`src/shared/plsc_regs.svh`:
```
// Constants of the serial link codec: code symbols, word width, buffer depth.
// Included by bare name; defines only.
`ifndef PLSC_REGS_SVH
`define PLSC_REGS_SVH
`define PLSC_WORD_W 12
`define PLSC_DATA_W 8
`define PLSC_FIFO_DEPTH 16
`define PLSC_SYNC5_HI 5'h18
`define PLSC_SYNC5_LO 5'h11
`define PLSC_SYNC6_HI 6'h30
`define PLSC_SYNC6_LO 6'h23
`define PLSC_CMD5 5'h0D
`define PLSC_CMD6 6'h0D
`define PLSC_LINE_RST 1'h0
`endif

```
`src/shared/plsc_pkg.sv`:
```
// Types and symbol tables of the serial link codec.
// Assumes plsc_regs.svh on the include path.
`include "plsc_regs.svh"
package plsc_pkg;
    typedef enum logic [0:0] {
        PLSC_RX_HUNT   = 1'h0,
        PLSC_RX_FRAMED = 1'h1
    } plsc_rx_st_t;

    typedef logic [`PLSC_WORD_W-1:0] plsc_word_t;

    // ****************************************
    // Four-bit and five-bit value code tables
    // ****************************************
    parameter logic [4:0] PLSC_ENC5 [16] = '{
        5'h1E, 5'h09, 5'h14, 5'h15, 5'h0A, 5'h0B, 5'h0E, 5'h0F,
        5'h12, 5'h13, 5'h16, 5'h17, 5'h1A, 5'h1B, 5'h1C, 5'h1D
    };
    parameter logic [5:0] PLSC_ENC6 [32] = '{
        6'h36, 6'h11, 6'h24, 6'h25, 6'h12, 6'h13, 6'h16, 6'h17,
        6'h22, 6'h31, 6'h37, 6'h27, 6'h32, 6'h33, 6'h34, 6'h35,
        6'h3E, 6'h19, 6'h29, 6'h2D, 6'h1A, 6'h1B, 6'h1E, 6'h1D,
        6'h2A, 6'h2B, 6'h2E, 6'h2F, 6'h3A, 6'h3B, 6'h3C, 6'h3D
    };

    // Six-bit code when six is set, else five-bit code in the low bits
    function automatic logic [5:0] plsc_enc(input logic [4:0] v, input logic six);
        return six ? PLSC_ENC6[v] : {1'h0, PLSC_ENC5[v[3:0]]};
    endfunction

    // Returns {valid, value}
    function automatic logic [5:0] plsc_dec(input logic [5:0] c, input logic six);
        logic [5:0] r;
        r = 6'h00;
        for (int i = 0; i < 32; i++) begin
            if ((six || i < 16) && plsc_enc(5'(i), six) == c) begin
                r = {1'h1, 5'(i)};
            end
        end
        return r;
    endfunction
endpackage

```
`src/shared/plsc_strm_if.sv`:
```
// Valid/ready word stream between the codec and its buffer.
// Assumes both ends on the same clock.
`timescale 1ns/1ps
`include "plsc_regs.svh"
interface plsc_strm_if #(
    parameter int WIDTH = `PLSC_WORD_W
);
    logic             valid;
    logic             ready;
    logic [WIDTH-1:0] data;
    modport src (output valid, output data, input ready);
    modport snk (input valid, input data, output ready);
endinterface

```
`src/hw/plsc_codec.sv`:
```
// Serial link codec: host word latch, buffer, block encoder, NRZI serialiser,
// and the receiving deframer, decoder and cascade claim logic.
// Assumes a host on a four-phase strobe/acknowledge handshake and a peer
// sending one code bit per clk on serial_line_in; all pins but ce asynchronous.
`timescale 1ns/1ps
`include "plsc_regs.svh"
module plsc_codec #(
    parameter int DATA_W = `PLSC_DATA_W
) (
    input  wire logic                          clk,
    input  wire logic                          rst_n,
    input  wire logic                          ce,
    input  wire logic                          input_strobe,
    input  wire logic [DATA_W-1:0]             data_in,
    input  wire logic [`PLSC_WORD_W-DATA_W-1:0] command_in,
    output logic                               input_ack_out,
    output logic                               serial_line_out,
    input  wire logic                          serial_line_in,
    input  wire logic                          capture_next_byte_in,
    input  wire logic                          cascade_en,
    output logic [DATA_W-1:0]                  data_out,
    output logic [`PLSC_WORD_W-DATA_W-1:0]      command_out,
    output logic                               data_strobe_out,
    output logic                               command_strobe_out,
    output logic                               byte_claimed_out,
    output logic                               link_framed_out
);
    // ****************************************
    // Widths of the code group
    // ****************************************
    // width split
    localparam int CMD_W = `PLSC_WORD_W - DATA_W;
    localparam int HW    = (DATA_W >= 9) ? 6 : 5;
    localparam int LW    = (DATA_W == 10) ? 6 : 5;
    localparam int W     = HW + LW;
    localparam int LDW   = LW - 1;
    localparam int HDW   = DATA_W - LDW;
    localparam int SW    = 4 + `PLSC_WORD_W;

    localparam logic [5:0] SYNC_HI = (HW == 6) ? `PLSC_SYNC6_HI : {1'h0, `PLSC_SYNC5_HI};
    localparam logic [5:0] SYNC_LO = (LW == 6) ? `PLSC_SYNC6_LO : {1'h0, `PLSC_SYNC5_LO};
    localparam logic [5:0] CMD_MK  = (HW == 6) ? `PLSC_CMD6 : {1'h0, `PLSC_CMD5};
    localparam logic       HI6     = (HW == 6);
    localparam logic       LO6     = (LW == 6);

    function automatic logic [11:0] pack(input logic [5:0] hi, input logic [5:0] lo);
        return ({6'h00, hi} << LW) | {6'h00, lo};
    endfunction

    // sync halves lie outside the data and command tables
    localparam logic [11:0] SYNC_GRP = pack(SYNC_HI, SYNC_LO);

    // ****************************************
    // Pin synchronisers
    // ****************************************
    logic [SW-1:0]            s_q;
    logic                     s_input_strobe, s_cnb, s_line, s_casc;
    logic [`PLSC_WORD_W-1:0]  s_word;

    plsc_sync2 #(.WIDTH(SW)) u_sync (
        .clk   (clk),
        .rst_n (rst_n),
        .ce    (ce),
        .d     ({command_in, data_in, cascade_en, serial_line_in, capture_next_byte_in, input_strobe}),
        .q     (s_q)
    );

    assign s_input_strobe = s_q[0];
    assign s_cnb  = s_q[1];
    assign s_line = s_q[2];
    assign s_casc = s_q[3];
    assign s_word = s_q[SW-1:4];

    // ****************************************
    // Host latch and handshake
    // ****************************************
    plsc_strm_if #(.WIDTH(`PLSC_WORD_W)) fi ();
    plsc_strm_if #(.WIDTH(`PLSC_WORD_W)) fo ();

    logic                    lat_full_r, lat_full_nxt;
    logic [`PLSC_WORD_W-1:0] lat_word_r, lat_word_nxt;
    logic                    ack_r, ack_nxt;
    logic                    defer_r, defer_nxt;
    logic                    accept, win;

    assign fi.valid = lat_full_r;
    assign fi.data  = lat_word_r;

    always_comb begin
        // busy strobe waits for the byte window
        accept       = s_input_strobe & ~ack_r & ~lat_full_r & (~defer_r | win);
        lat_full_nxt = lat_full_r;
        lat_word_nxt = lat_word_r;
        ack_nxt      = ack_r;
        defer_nxt    = defer_r;
        if (ce) begin
            if (s_input_strobe && !ack_r && lat_full_r) begin
                defer_nxt = 1'h1;
            end
            if (accept) begin
                lat_full_nxt = 1'h1;
                lat_word_nxt = s_word;
                defer_nxt    = 1'h0;
            end else if (fi.ready) begin
                lat_full_nxt = 1'h0;
            end
            if (accept) begin
                ack_nxt = 1'h1;
            end else if (!s_input_strobe) begin
                ack_nxt = 1'h0;
            end
        end
    end

    always_ff @(posedge clk or negedge rst_n) begin
        if (!rst_n) begin
            lat_full_r <= 1'h0;
            lat_word_r <= '0;
            ack_r      <= 1'h0;
            defer_r    <= 1'h0;
        end else begin
            lat_full_r <= lat_full_nxt;
            lat_word_r <= lat_word_nxt;
            ack_r      <= ack_nxt;
            defer_r    <= defer_nxt;
        end
    end

    assign input_ack_out = ack_r;

    plsc_fifo #(
        .WIDTH (`PLSC_WORD_W),
        .DEPTH (`PLSC_FIFO_DEPTH)
    ) u_fifo (
        .clk   (clk),
        .rst_n (rst_n),
        .ce    (ce),
        .wr    (fi),
        .rd    (fo)
    );

    // ****************************************
    // Encoder, shifter and line driver
    // ****************************************
    logic [3:0]  tx_cnt_r, tx_cnt_nxt;
    logic [11:0] sh_r, sh_nxt, grp;
    logic        line_r, line_nxt;

    assign win      = (tx_cnt_r == 4'(W - 1));
    assign fo.ready = win;

    always_comb begin
        if (!fo.valid) begin
            grp = SYNC_GRP;
        end else if (fo.data[`PLSC_WORD_W-1:DATA_W] != '0) begin
            grp = pack(CMD_MK, plsc_pkg::plsc_enc(5'(fo.data[`PLSC_WORD_W-1:DATA_W]), LO6));
        end else begin
            grp = pack(plsc_pkg::plsc_enc(5'(fo.data[DATA_W-1:LDW]), HI6),
                       plsc_pkg::plsc_enc(5'(fo.data[LDW-1:0]), LO6));
        end
        tx_cnt_nxt = tx_cnt_r;
        sh_nxt     = sh_r;
        line_nxt   = line_r;
        if (ce) begin
            tx_cnt_nxt = win ? 4'h0 : tx_cnt_r + 4'h1;
            // one code bit per clock, group loaded each byte window
            sh_nxt     = win ? grp : {sh_r[10:0], 1'h0};
            line_nxt   = line_r ^ sh_r[W-1];
        end
    end

    always_ff @(posedge clk or negedge rst_n) begin
        if (!rst_n) begin
            tx_cnt_r <= 4'h0;
            sh_r     <= SYNC_GRP;
            line_r   <= `PLSC_LINE_RST;
        end else begin
            tx_cnt_r <= tx_cnt_nxt;
            sh_r     <= sh_nxt;
            line_r   <= line_nxt;
        end
    end

    assign serial_line_out = line_r;

    // ****************************************
    // Receiver: NRZI decode, framing, symbol decode
    // ****************************************
    plsc_pkg::plsc_rx_st_t  rx_st_r, rx_st_nxt;
    logic                   prev_r, prev_nxt;
    logic [11:0]            rx_sh_r, rx_sh_nxt, rx_grp;
    logic [3:0]             rx_cnt_r, rx_cnt_nxt, cnt_inc;
    logic [DATA_W-1:0]      data_r, data_nxt;
    logic [CMD_W-1:0]       cmd_r, cmd_nxt;
    logic                   dstb_r, dstb_nxt, cstb_r, cstb_nxt;
    logic                   claim_r, claim_nxt;
    logic                   framed, rx_bit;
    logic [5:0]             hi, lo, first, dh, dl;

    always_comb begin
        framed    = (rx_st_r == plsc_pkg::PLSC_RX_FRAMED);
        rx_bit    = s_line ^ prev_r;
        rx_sh_nxt = {rx_sh_r[10:0], rx_bit};
        rx_grp    = rx_sh_nxt & 12'((13'h1 << W) - 13'h1);
        cnt_inc   = rx_cnt_r + 4'h1;
        hi        = 6'(rx_grp >> LW);
        lo        = LO6 ? rx_grp[5:0] : {1'h0, rx_grp[4:0]};
        first     = HI6 ? rx_sh_nxt[5:0] : {1'h0, rx_sh_nxt[4:0]};
        dh        = plsc_pkg::plsc_dec(hi, HI6);
        dl        = plsc_pkg::plsc_dec(lo, LO6);
        prev_nxt  = s_line;
        rx_st_nxt = rx_st_r;
        rx_cnt_nxt = framed ? ((cnt_inc == 4'(W)) ? 4'h0 : cnt_inc) : rx_cnt_r;
        data_nxt  = data_r;
        cmd_nxt   = cmd_r;
        dstb_nxt  = 1'h0;
        cstb_nxt  = 1'h0;
        claim_nxt = claim_r;
        if (framed && cnt_inc == 4'(HW)) begin
            // sync first half drops the claim
            if (first == SYNC_HI) begin
                claim_nxt = 1'h0;
            // claim on a non-sync first half
            end else if (s_cnb) begin
                claim_nxt = 1'h1;
            end
        end
        // capture input low drops the claim
        if (!s_cnb) begin
            claim_nxt = 1'h0;
        end
        if (rx_grp == SYNC_GRP) begin
            rx_st_nxt  = plsc_pkg::PLSC_RX_FRAMED;
            rx_cnt_nxt = 4'h0;
        // sync never reaches this branch, so outputs hold
        end else if (framed && cnt_inc == 4'(W) && (!s_casc || claim_r)) begin
            if (hi == CMD_MK) begin
                if (dl[5]) begin
                    cmd_nxt  = CMD_W'(dl[4:0]);
                    cstb_nxt = 1'h1;
                end
            // strobe only with a fully valid word
            end else if (dh[5] && dl[5]) begin
                data_nxt = {dh[HDW-1:0], dl[LDW-1:0]};
                dstb_nxt = 1'h1;
            end
        end
        if (!ce) begin
            prev_nxt   = prev_r;
            rx_sh_nxt  = rx_sh_r;
            rx_st_nxt  = rx_st_r;
            rx_cnt_nxt = rx_cnt_r;
            data_nxt   = data_r;
            cmd_nxt    = cmd_r;
            dstb_nxt   = dstb_r;
            cstb_nxt   = cstb_r;
            claim_nxt  = claim_r;
        end
    end

    always_ff @(posedge clk or negedge rst_n) begin
        if (!rst_n) begin
            rx_st_r  <= plsc_pkg::PLSC_RX_HUNT;
            prev_r   <= 1'h0;
            rx_sh_r  <= 12'h000;
            rx_cnt_r <= 4'h0;
            data_r   <= '0;
            cmd_r    <= '0;
            dstb_r   <= 1'h0;
            cstb_r   <= 1'h0;
            claim_r  <= 1'h0;
        end else begin
            rx_st_r  <= rx_st_nxt;
            prev_r   <= prev_nxt;
            rx_sh_r  <= rx_sh_nxt;
            rx_cnt_r <= rx_cnt_nxt;
            data_r   <= data_nxt;
            cmd_r    <= cmd_nxt;
            dstb_r   <= dstb_nxt;
            cstb_r   <= cstb_nxt;
            claim_r  <= claim_nxt;
        end
    end

    assign data_out           = data_r;
    assign command_out        = cmd_r;
    assign data_strobe_out    = dstb_r;
    assign command_strobe_out = cstb_r;
    assign byte_claimed_out   = claim_r;
    assign link_framed_out    = rx_st_r;
endmodule // plsc_codec

```
`src/hw/plsc_fifo.sv`:
```
// Word FIFO with registered head; valid/ready on both sides.
// Assumes DEPTH is a power of two.
`timescale 1ns/1ps
`include "plsc_regs.svh"
module plsc_fifo #(
    parameter int WIDTH = `PLSC_WORD_W,
    parameter int DEPTH = `PLSC_FIFO_DEPTH
) (
    input  wire logic  clk,
    input  wire logic  rst_n,
    input  wire logic  ce,
    plsc_strm_if.snk   wr,
    plsc_strm_if.src   rd
);
    localparam int AW = $clog2(DEPTH);

    logic [WIDTH-1:0] mem [DEPTH];
    logic [AW-1:0]    wp_r, wp_nxt, rp_r, rp_nxt;
    logic [AW:0]      cnt_r, cnt_nxt;
    logic [WIDTH-1:0] q_r, q_nxt;
    logic             vld_r, vld_nxt, push, pop;

    assign wr.ready = (cnt_r != (AW+1)'(DEPTH));
    assign rd.valid = vld_r;
    assign rd.data  = q_r;

    // ****************************************
    // Pointers and head register
    // ****************************************
    always_comb begin
        push    = ce & wr.valid & wr.ready;
        pop     = ce & vld_r & rd.ready;
        wp_nxt  = push ? wp_r + 1'h1 : wp_r;
        rp_nxt  = pop ? rp_r + 1'h1 : rp_r;
        cnt_nxt = cnt_r + (AW+1)'(push) - (AW+1)'(pop);
        vld_nxt = (cnt_nxt != '0);
        // Bypass a word written into the slot that becomes the head
        q_nxt   = (push && wp_r == rp_nxt) ? wr.data : mem[rp_nxt];
        if (!ce) begin
            q_nxt = q_r;
        end
    end

    always_ff @(posedge clk) begin
        if (push) begin
            mem[wp_r] <= wr.data;
        end
    end

    always_ff @(posedge clk or negedge rst_n) begin
        if (!rst_n) begin
            wp_r  <= '0;
            rp_r  <= '0;
            cnt_r <= '0;
            q_r   <= '0;
            vld_r <= 1'h0;
        end else begin
            wp_r  <= wp_nxt;
            rp_r  <= rp_nxt;
            cnt_r <= cnt_nxt;
            q_r   <= q_nxt;
            vld_r <= vld_nxt;
        end
    end
endmodule // plsc_fifo

```
`src/hw/plsc_sync2.sv`:
```
// Two-stage synchroniser, one chain per bit.
// Assumes inputs asynchronous to clk.
`timescale 1ns/1ps
module plsc_sync2 #(
    parameter int WIDTH = 1
) (
    input  wire logic             clk,
    input  wire logic             rst_n,
    input  wire logic             ce,
    input  wire logic [WIDTH-1:0] d,
    output logic      [WIDTH-1:0] q
);
    // ****************************************
    // Per-bit chains
    // ****************************************
    for (genvar i = 0; i < WIDTH; i++) begin : g_bit
        logic meta_r;
        logic meta_nxt;
        logic q_nxt;
        always_comb begin
            meta_nxt = ce ? d[i] : meta_r;
            q_nxt    = ce ? meta_r : q[i];
        end
        always_ff @(posedge clk or negedge rst_n) begin
            if (!rst_n) begin
                meta_r <= 1'h0;
                q[i]   <= 1'h0;
            end else begin
                meta_r <= meta_nxt;
                q[i]   <= q_nxt;
            end
        end
    end
endmodule // plsc_sync2

```
`config.mk`:
```
export PLATFORM = sky130hd
export DESIGN_NAME = plsc_codec
export DESIGN_NICKNAME = d
export VERILOG_FILES = /design/src/shared/plsc_pkg.sv /design/src/shared/plsc_strm_if.sv /design/src/hw/plsc_codec.sv /design/src/hw/plsc_fifo.sv /design/src/hw/plsc_sync2.sv
export VERILOG_INCLUDE_DIRS = /design/src /design/src/shared
export SDC_FILE = /design/constraint.sdc
export NUM_CORES = 1
export LEC_CHECK = 0
export BUFFER_PORTS_ARGS = -buffer_cell sky130_fd_sc_hd__buf_4
export CAP_MARGIN = 0
export CORE_ASPECT_RATIO = 0.9
export CORE_MARGIN = 4
export CORE_UTILIZATION = 54
export DETAILED_ROUTE_END_ITERATION = 7
export PLACE_DENSITY = 0.71
export SLEW_MARGIN = 30
export SYNTH_ARGS = -nofsm -noshare
export SYNTH_HDL_FRONTEND = slang
export SYNTH_SLANG_ARGS = --single-unit
```
`constraint.sdc`:
```
create_clock -name clk -period 3.8 [get_ports clk]
set_clock_uncertainty 0.1 [all_clocks]
set_input_delay 0.19 -clock clk [delete_from_list [all_inputs] [get_ports clk]]
set_output_delay 0.19 -clock clk [all_outputs]
set_load 0.1 [all_outputs]
```
== After elaboration in Yosys (flattened, before gate mapping) ==
Memory sizes are Yosys's and may differ from the RTL's. A register that Yosys moved wholly into a read port is not among the register bits.
Cells that the tools add are included.
Operators by class
  $add $sub $neg: 6
  $lt $le $gt $ge: 3
  equality and inequality tests: 41
  mux-type cells: 65
  bitwise operators: 19
  reductions and logical operators: 24
Operators with widths (count)
  $mux W6: 32
  $eq A5 B5 Y1 const A: 22
  $eq A4 B5 Y1 const A: 10
  $mux W10: 3
  $mux W5: 6
  $mux W4: 5
  $mux W1: 19
  $add A4 B1 Y4 const B: 4
  $ge A5 B5 Y1 const B: 3
  $not A4 Y5: 3
  $reduce_and A2 Y1: 7
  $eq A10 B10 Y1 const B: 1
  $or A10 B5 Y10: 1
  $reduce_and A5 Y1: 2
  $eq A4 B4 Y1 const B: 2
  $and A1 B1 Y1: 7
  $logic_and A1 B1 Y1: 6
  $reduce_bool A2 Y1: 3
  $add A5 B1 Y5: 1
  $eq A5 B4 Y1 const B: 1
  $eq A5 B5 Y1 const B: 1
  $ne A5 B5 Y1 const B: 1
  $not A1 Y1: 5
  $reduce_bool A5 Y1: 1
  8 further kinds: 12
Word-level totals
  register bits: 106
  bits in writable memories: 192
  bits in read-only memories: 240
  logic and storage cells: 214
  memories: 4
Memories
  u_fifo.mem: depth 16, bits a word 12, read ports 1, clocked after memory_dff 1, write ports 1, line plsc_fifo.sv:17  | logic [WIDTH-1:0] mem [DEPTH];
  (no name shown): depth 16, bits a word 5, read ports 1, clocked after memory_dff 0, write ports 0, line plsc_pkg.sv:28  | return six ? PLSC_ENC6[v] : {1'h0, PLSC_ENC5[v[3:0]]};
  (no name shown): depth 16, bits a word 5, read ports 1, clocked after memory_dff 0, write ports 0, line plsc_pkg.sv:28
  (no name shown): depth 16, bits a word 5, read ports 1, clocked after memory_dff 0, write ports 0, line plsc_pkg.sv:28

== Longest topological paths before layout ==
  depth after elaboration: 23
  gate-level depth with buffers: 16
  depth with buffers taken out: 14

== Modules after synthesis ==
From an unflattened synthesis, not the netlist that was laid out.
Second synthesis, totals
  cell total of the unflattened synthesis: 1175
  area total of the unflattened synthesis: 15168.3 µm²
Modules (own cells, without submodules)
  plsc_fifo: times used 1, cells each 802, area an instance 10672.7 µm²
  plsc_codec: times used 1, cells each 305, area an instance 3150.5 µm²
  plsc_sync2: times used 1, cells each 68, area an instance 1345.0 µm²

== Least setup slack after synthesis ==
Ideal clock, no wire load.
  kind: register to register
  start: register tx_cnt_r[1]
  end: register u_fifo.vld_r (netlist: u_fifo.rd.valid)
  setup time: 139 ps
  arrival: 3209 ps
  data required time: 3561 ps
  setup slack: 353 ps
  stages on the path, launching flop included: 17
  cells stage by stage: dfrtp_1 nand4bb_1 buf_2 nor2_2 clkbuf_1 buf_1 ha_1 inv_1 ha_1 inv_1 fa_1 inv_1 a21oi_1 nor2_1 nor2_1 xnor2_1 or4_1
On the way
  longest elaborated chain between the ends: 4
RTL lines
  start: declaration: line plsc_codec.sv:145  | logic [3:0] tx_cnt_r, tx_cnt_nxt;
  start signal: assignment: line plsc_codec.sv:178  | tx_cnt_r <= tx_cnt_nxt;
  $eq A4 B4 Y1: line plsc_codec.sv:149  | assign win = (tx_cnt_r == 4'(W - 1));
  $and A1 B1 Y1: line plsc_fifo.sv:32  | pop = ce & vld_r & rd.ready;
  $sub A5 B1 Y5: line plsc_fifo.sv:35  | cnt_nxt = cnt_r + (AW+1)'(push) - (AW+1)'(pop);
  via u_fifo.cnt_nxt[4]: line plsc_fifo.sv:19  | logic [AW:0] cnt_r, cnt_nxt;
  $reduce_bool A5 Y1: line plsc_fifo.sv:36  | vld_nxt = (cnt_nxt != '0);
  via u_fifo.vld_nxt: line plsc_fifo.sv:21  | logic vld_r, vld_nxt, push, pop;
  end signal: assignment: line plsc_fifo.sv:62  | vld_r <= vld_nxt;
  end: declaration: line plsc_fifo.sv:21
The timed path passes the listed nets, and every way through them passes these cells.
A chain may end at the register's enable or synchronous reset.

== Final worst setup path ==
  start: register u_fifo.cnt_r[2]
  end: register u_fifo.vld_r (netlist: u_fifo.rd.valid)
On the way
  longest elaborated chain between the ends: 5
RTL lines
  start: declaration: line plsc_fifo.sv:19
  start signal: assignment: line plsc_fifo.sv:60  | cnt_r <= cnt_nxt;
  $ne A5 B5 Y1: line plsc_fifo.sv:23  | assign wr.ready = (cnt_r != (AW+1)'(DEPTH));
  $and A1 B1 Y1: line plsc_fifo.sv:31  | push = ce & wr.valid & wr.ready;
  $add A5 B1 Y5 (*): line plsc_fifo.sv:35
  $sub A5 B1 Y5 (*): line plsc_fifo.sv:35
  via u_fifo.cnt_nxt[4]: line plsc_fifo.sv:19
  $reduce_bool A5 Y1 (*): line plsc_fifo.sv:36
  via u_fifo.vld_nxt: line plsc_fifo.sv:21
Mark *: on every way through the listed nets, which the timed path passes. The rest lies on a longest branch.

==> run_summary.xml <==
<?xml version="1.0" encoding="UTF-8"?>
<metrics>
  <group name="synthesis">
    <metric name="synth.yosys.warnings" unit="">0</metric>
    <metric name="ys_dominant_reg_cell" unit="">edfxtp_1</metric>
    <metric name="number_of_enable_type_register_cells_in_the_synthesized_netlist" unit="">192</metric>
    <metric name="syn_nets" unit="">996</metric>
    <metric name="postSynthRegisterBits" unit="">310</metric>
    <metric name="synth_top_area_cell" unit="">edfxtp_1</metric>
    <metric name="synth.yosys.seq_area_share" unit="%">59.18</metric>
    <metric name="synth_cell_types" unit="">69</metric>
    <metric name="synth.avg_cell_area" unit="sq um">15.32</metric>
    <metric name="synthesis.instances" unit="">962</metric>
    <metric name="post_synth_main_area_contributors" unit="">edfxtp_1, dfrtp_1, mux4_2</metric>
    <metric name="mappedNetlistArea" unit="sq um">14740</metric>
    <metric name="synth_top_area_share" unit="%">39.11</metric>
    <metric name="async_reset_ff_share" unit="%">38.06</metric>
  </group>
  <group name="cts">
    <metric name="cts.path.max_buffers" unit="">3</metric>
    <metric name="clk_transition_reported_paths" unit="ns">0.06</metric>
    <metric name="cts-resized-gates" unit="">0</metric>
    <metric name="clk-insertion-delay-late" unit="ns">0.51</metric>
    <metric name="tritoncts.num_buffers" unit="">34</metric>
    <metric name="clock-sinks" unit="">310</metric>
    <metric name="tritoncts" unit="">yes</metric>
    <metric name="root_buffer" unit="">clkbuf_16</metric>
    <metric name="clock_tree.htree_level_count" unit="">2</metric>
  </group>
  <group name="worst_setup_path">
    <metric name="timing.critical_path.slowest_cell_delay" unit="ns">0.46</metric>
    <metric name="crit_path_top_delay_cell" unit="">or4_1</metric>
    <metric name="critical_path_arrival" unit="ns">3.38</metric>
    <metric name="timing.critical_path.required" unit="ns">4.07</metric>
    <metric name="setup_crit_end_kind" unit="">flip-flop</metric>
    <metric name="timing.critical_path.from_type" unit="">flip-flop</metric>
    <metric name="maximum_net_fanout_on_the_critical_path" unit="">19</metric>
    <metric name="cpMostUsedCell" unit="">inv_1</metric>
    <metric name="timing.setup.critical_path_class" unit="">flip-flop to flip-flop</metric>
    <metric name="r2r_cells" unit="">14</metric>
    <metric name="crit_path_cell_trace" unit="">inv_1 &gt; ha_1 &gt; nand4_1 &gt; nand2_1 &gt; clkinv_1 &gt; ha_1 &gt; inv_1 &gt; fa_1 &gt; inv_1 &gt; a21oi_1 &gt; nor2_1 &gt; nor2_1 &gt; xnor2_1 &gt; or4_1</metric>
  </group>
  <group name="route">
    <metric name="route.detailed.drc" unit="">1</metric>
    <metric name="via_count" unit="">8782</metric>
    <metric name="drt_first_iter_violations" unit="">860</metric>
    <metric name="routedWlPerCell" unit="um">23.23</metric>
    <metric name="postRouteWirelength" unit="um">32270</metric>
    <metric name="vias_per_cell" unit="">6.323</metric>
    <metric name="top_layer_used" unit="">met4</metric>
    <metric name="wirelength_met1" unit="um">14010</metric>
    <metric name="detail-route-antenna-nets" unit="">0</metric>
    <metric name="met2_wirelength" unit="um">15280</metric>
    <metric name="met3_routed_wl" unit="um">2277</metric>
    <metric name="drt_pre_antenna_iters" unit="">8</metric>
  </group>
  <group name="sta">
    <metric name="final_min_period_over_clock_period" unit="%">82.05</metric>
    <metric name="slew-limit-headroom" unit="%">42.84</metric>
    <metric name="fmaxAchievable" unit="MHz">320.7</metric>
    <metric name="finalMaxSlewViolations" unit="">0</metric>
    <metric name="transition_time_of_the_tightest_slew_check_pin" unit="ns">0.8574</metric>
    <metric name="final_report_setup_violation_count" unit="">0</metric>
    <metric name="hold_viol_final" unit="">0</metric>
    <metric name="layout_min_cycle_time" unit="ns">3.118</metric>
    <metric name="totalNegativeSetupSlack" unit="ns">0</metric>
    <metric name="final.hold.worst_slack" unit="ns">0.07631</metric>
    <metric name="setup_repair_after_global_routing_missed_its_margin" unit="">false</metric>
  </group>
  <group name="global_routing">
    <metric name="global_route.overflow_total" unit="">0</metric>
    <metric name="first_global_vias" unit="">8563</metric>
    <metric name="grt_max_degree" unit="">103</metric>
    <metric name="number_of_antenna_violations_at_the_first_check_in_global_routing" unit="">0</metric>
    <metric name="grt_pass1_wl" unit="um">50180</metric>
    <metric name="grt_use_total" unit="%">21.74</metric>
  </group>
  <group name="floorplanning">
    <metric name="row_count" unit="">57</metric>
    <metric name="core_area" unit="sq um">26960</metric>
    <metric name="dieArea" unit="sq um">30010</metric>
    <metric name="floorplan_die_width" unit="um">182.2</metric>
    <metric name="top_level_ports" unit="">37</metric>
    <metric name="die_h" unit="um">164.7</metric>
    <metric name="initial_core_util" unit="%">54.68</metric>
  </group>
  <group name="placement">
    <metric name="dp_cells" unit="">1310</metric>
    <metric name="dp.final_hpwl" unit="um">20020</metric>
    <metric name="gpl.final_weighted_congestion" unit="">0.8035</metric>
    <metric name="i_o_buffers" unit="">36</metric>
    <metric name="post_dp_cell_area" unit="sq um">15440</metric>
  </group>
  <group name="run_status">
    <metric name="status" unit="">finished with violations</metric>
    <metric name="violated_checks" unit="">DRC</metric>
  </group>
  <group name="cells_and_area">
    <metric name="most_common_cell_after_layout_fill_and_taps_aside" unit="">edfxtp_1</metric>
    <metric name="postLayoutCellArea" unit="sq um">16700</metric>
    <metric name="area_growth_syn_to_layout" unit="%">13.30</metric>
    <metric name="post_layout_nonfiller_instances" unit="">1389</metric>
    <metric name="mostFrequentLayoutCells" unit="">edfxtp_1, dfrtp_1, mux4_2</metric>
    <metric name="layout-drive-gt1-share" unit="%">30.05</metric>
    <metric name="finalCoreUtilization" unit="%">61.96</metric>
    <metric name="nNetsFinal" unit="">1045</metric>
    <metric name="footprint_of_the_multi_input_gates" unit="sq um">5650</metric>
    <metric name="antenna_cells" unit="">0</metric>
    <metric name="register_area" unit="sq um">8731</metric>
    <metric name="nFillCells" unit="">1971</metric>
  </group>
  <group name="min_path">
    <metric name="hold_crit_path_type" unit="">input pin to async pin</metric>
  </group>
  <group name="power_and_ir_drop">
    <metric name="p_leak" unit="uW">0.006067</metric>
    <metric name="ir_worst_vdd" unit="mV">0.6565</metric>
    <metric name="pd_cells" unit="nW/um^2">765.6</metric>
  </group>
  <group name="run">
    <metric name="maxCapViolations" unit="">0</metric>
  </group>
</metrics>
[flip-flops by register name (all words and copies together), names as in the netlist, 5 cells and up]
signal               count
data_out                 8
fi.data                 12
rx_sh_r                  9
sh_r                    10
u_fifo.cnt_r             5
u_fifo.mem             192
u_fifo.rd.data          12
u_sync.g_bit.meta_r     16
u_sync.q                16
[cell families after synthesis]
group / after synthesis / synth area share [%]
flops: 310 / 59.18
simple gates: 197 / 7.214
mux: 185 / 21.43
compound gates: 131 / 6.264
buf+inv: 96 / 2.784
xor+xnor: 28 / 1.808
fa+ha+maj: 15 / 1.324
[where the power goes]
| group | total [uW] | internal, uW | switching, uW |
|---|---|---|---|
| sequential | 5220 | 4370 | 847 |
| clock | 3180 | 1890 | 1280 |
| combinational | 4390 | 2230 | 2160 |
[layout make-up]
cell class              instances  area share [%]
flip-flops and latches        310           52.27
multi-input cells             556           33.83
clock buffers                  44           5.446
repair buffers                 79           4.195
well taps                     354           2.652
clock inverters                16          0.9289
inverters                      30          0.6742
[worst max-delay path, delay by kind of cell (launching register included)]
family	cells	cell delay (ns)
adders and majority gates	3	0.73
DFF	1	0.38
AOI/OAI and AO/OA	1	0.16
xor gates and xnor gates	1	0.09
and+or+nand+nor	5	0.92
buffers and inverters	4	0.61
[synth_stat cells (all sizes together) (4+ instances only)]
| cell | number |
|---|---|
| a21o | 9 |
| a21oi | 30 |
| a221o | 12 |
| a222oi | 12 |
| a31oi | 7 |
| and2 | 4 |
| and3 | 9 |
| and4 | 4 |
| buf | 34 |
| clkbuf | 32 |
| dfrtp | 114 |
| dfstp | 4 |
| edfxtp | 192 |
| ha | 14 |
| inv | 28 |
| mux2 | 85 |
| mux2i | 4 |
| mux4 | 96 |
| nand2 | 71 |
| nand2b | 6 |
| nand3 | 6 |
| nand4 | 4 |
| nor2 | 29 |
| nor2b | 8 |
| nor3 | 12 |
| nor3b | 31 |
| nor4 | 4 |
| o21ai | 31 |
| xnor2 | 24 |
[per-layer routing]
metal	vias up	GRT usage [%]
met3	46	3.678
met5	-	0
li1	3876	-
met1	4538	31.80
met4	0	6.310
met2	322	34.27
[timing repair]
item                       4_1_cts  5_1_grt
hold buffers                    18        0
hold endpoints to repair        84        0
setup buffers                    0        0
setup endpoints to repair        0        0
[worst paths after layout]
| check | start | end | slack, ns |
|---|---|---|---|
| max in group asynchronous | rst_n | fi.data[2]$_DFFE_PN0P_ | 2.88 |
| hold / removal | rst_n | link_framed_out$_DFFE_PN0P_ | 0.08 |
| min in group clk | serial_line_in | u_sync.g_bit[2].meta_r$_DFFE_PN0P_ | 0.36 |
| hold reg to reg | sh_r[4]$_DFFE_PN1P_ | sh_r[4]$_DFFE_PN1P_ | 0.37 |
| setup reg to reg | u_fifo.cnt_r[2]$_DFF_PN0_ | u_fifo.rd.valid$_DFF_PN0_ | 0.68 |
| setup / recovery | u_fifo.cnt_r[2]$_DFF_PN0_ | u_fifo.rd.valid$_DFF_PN0_ | 0.68 |
[stage by stage]
step                worst slack, ns  total power (uW)
floorplan                    0.3528              8405
global placement             0.8061              9533
detailed placement           0.6931              9640
CTS                          0.6903             12850
global route                 0.4129             13490
finish                       0.6822             12790
Note: power is estimated with default switching activity, not from simulation.
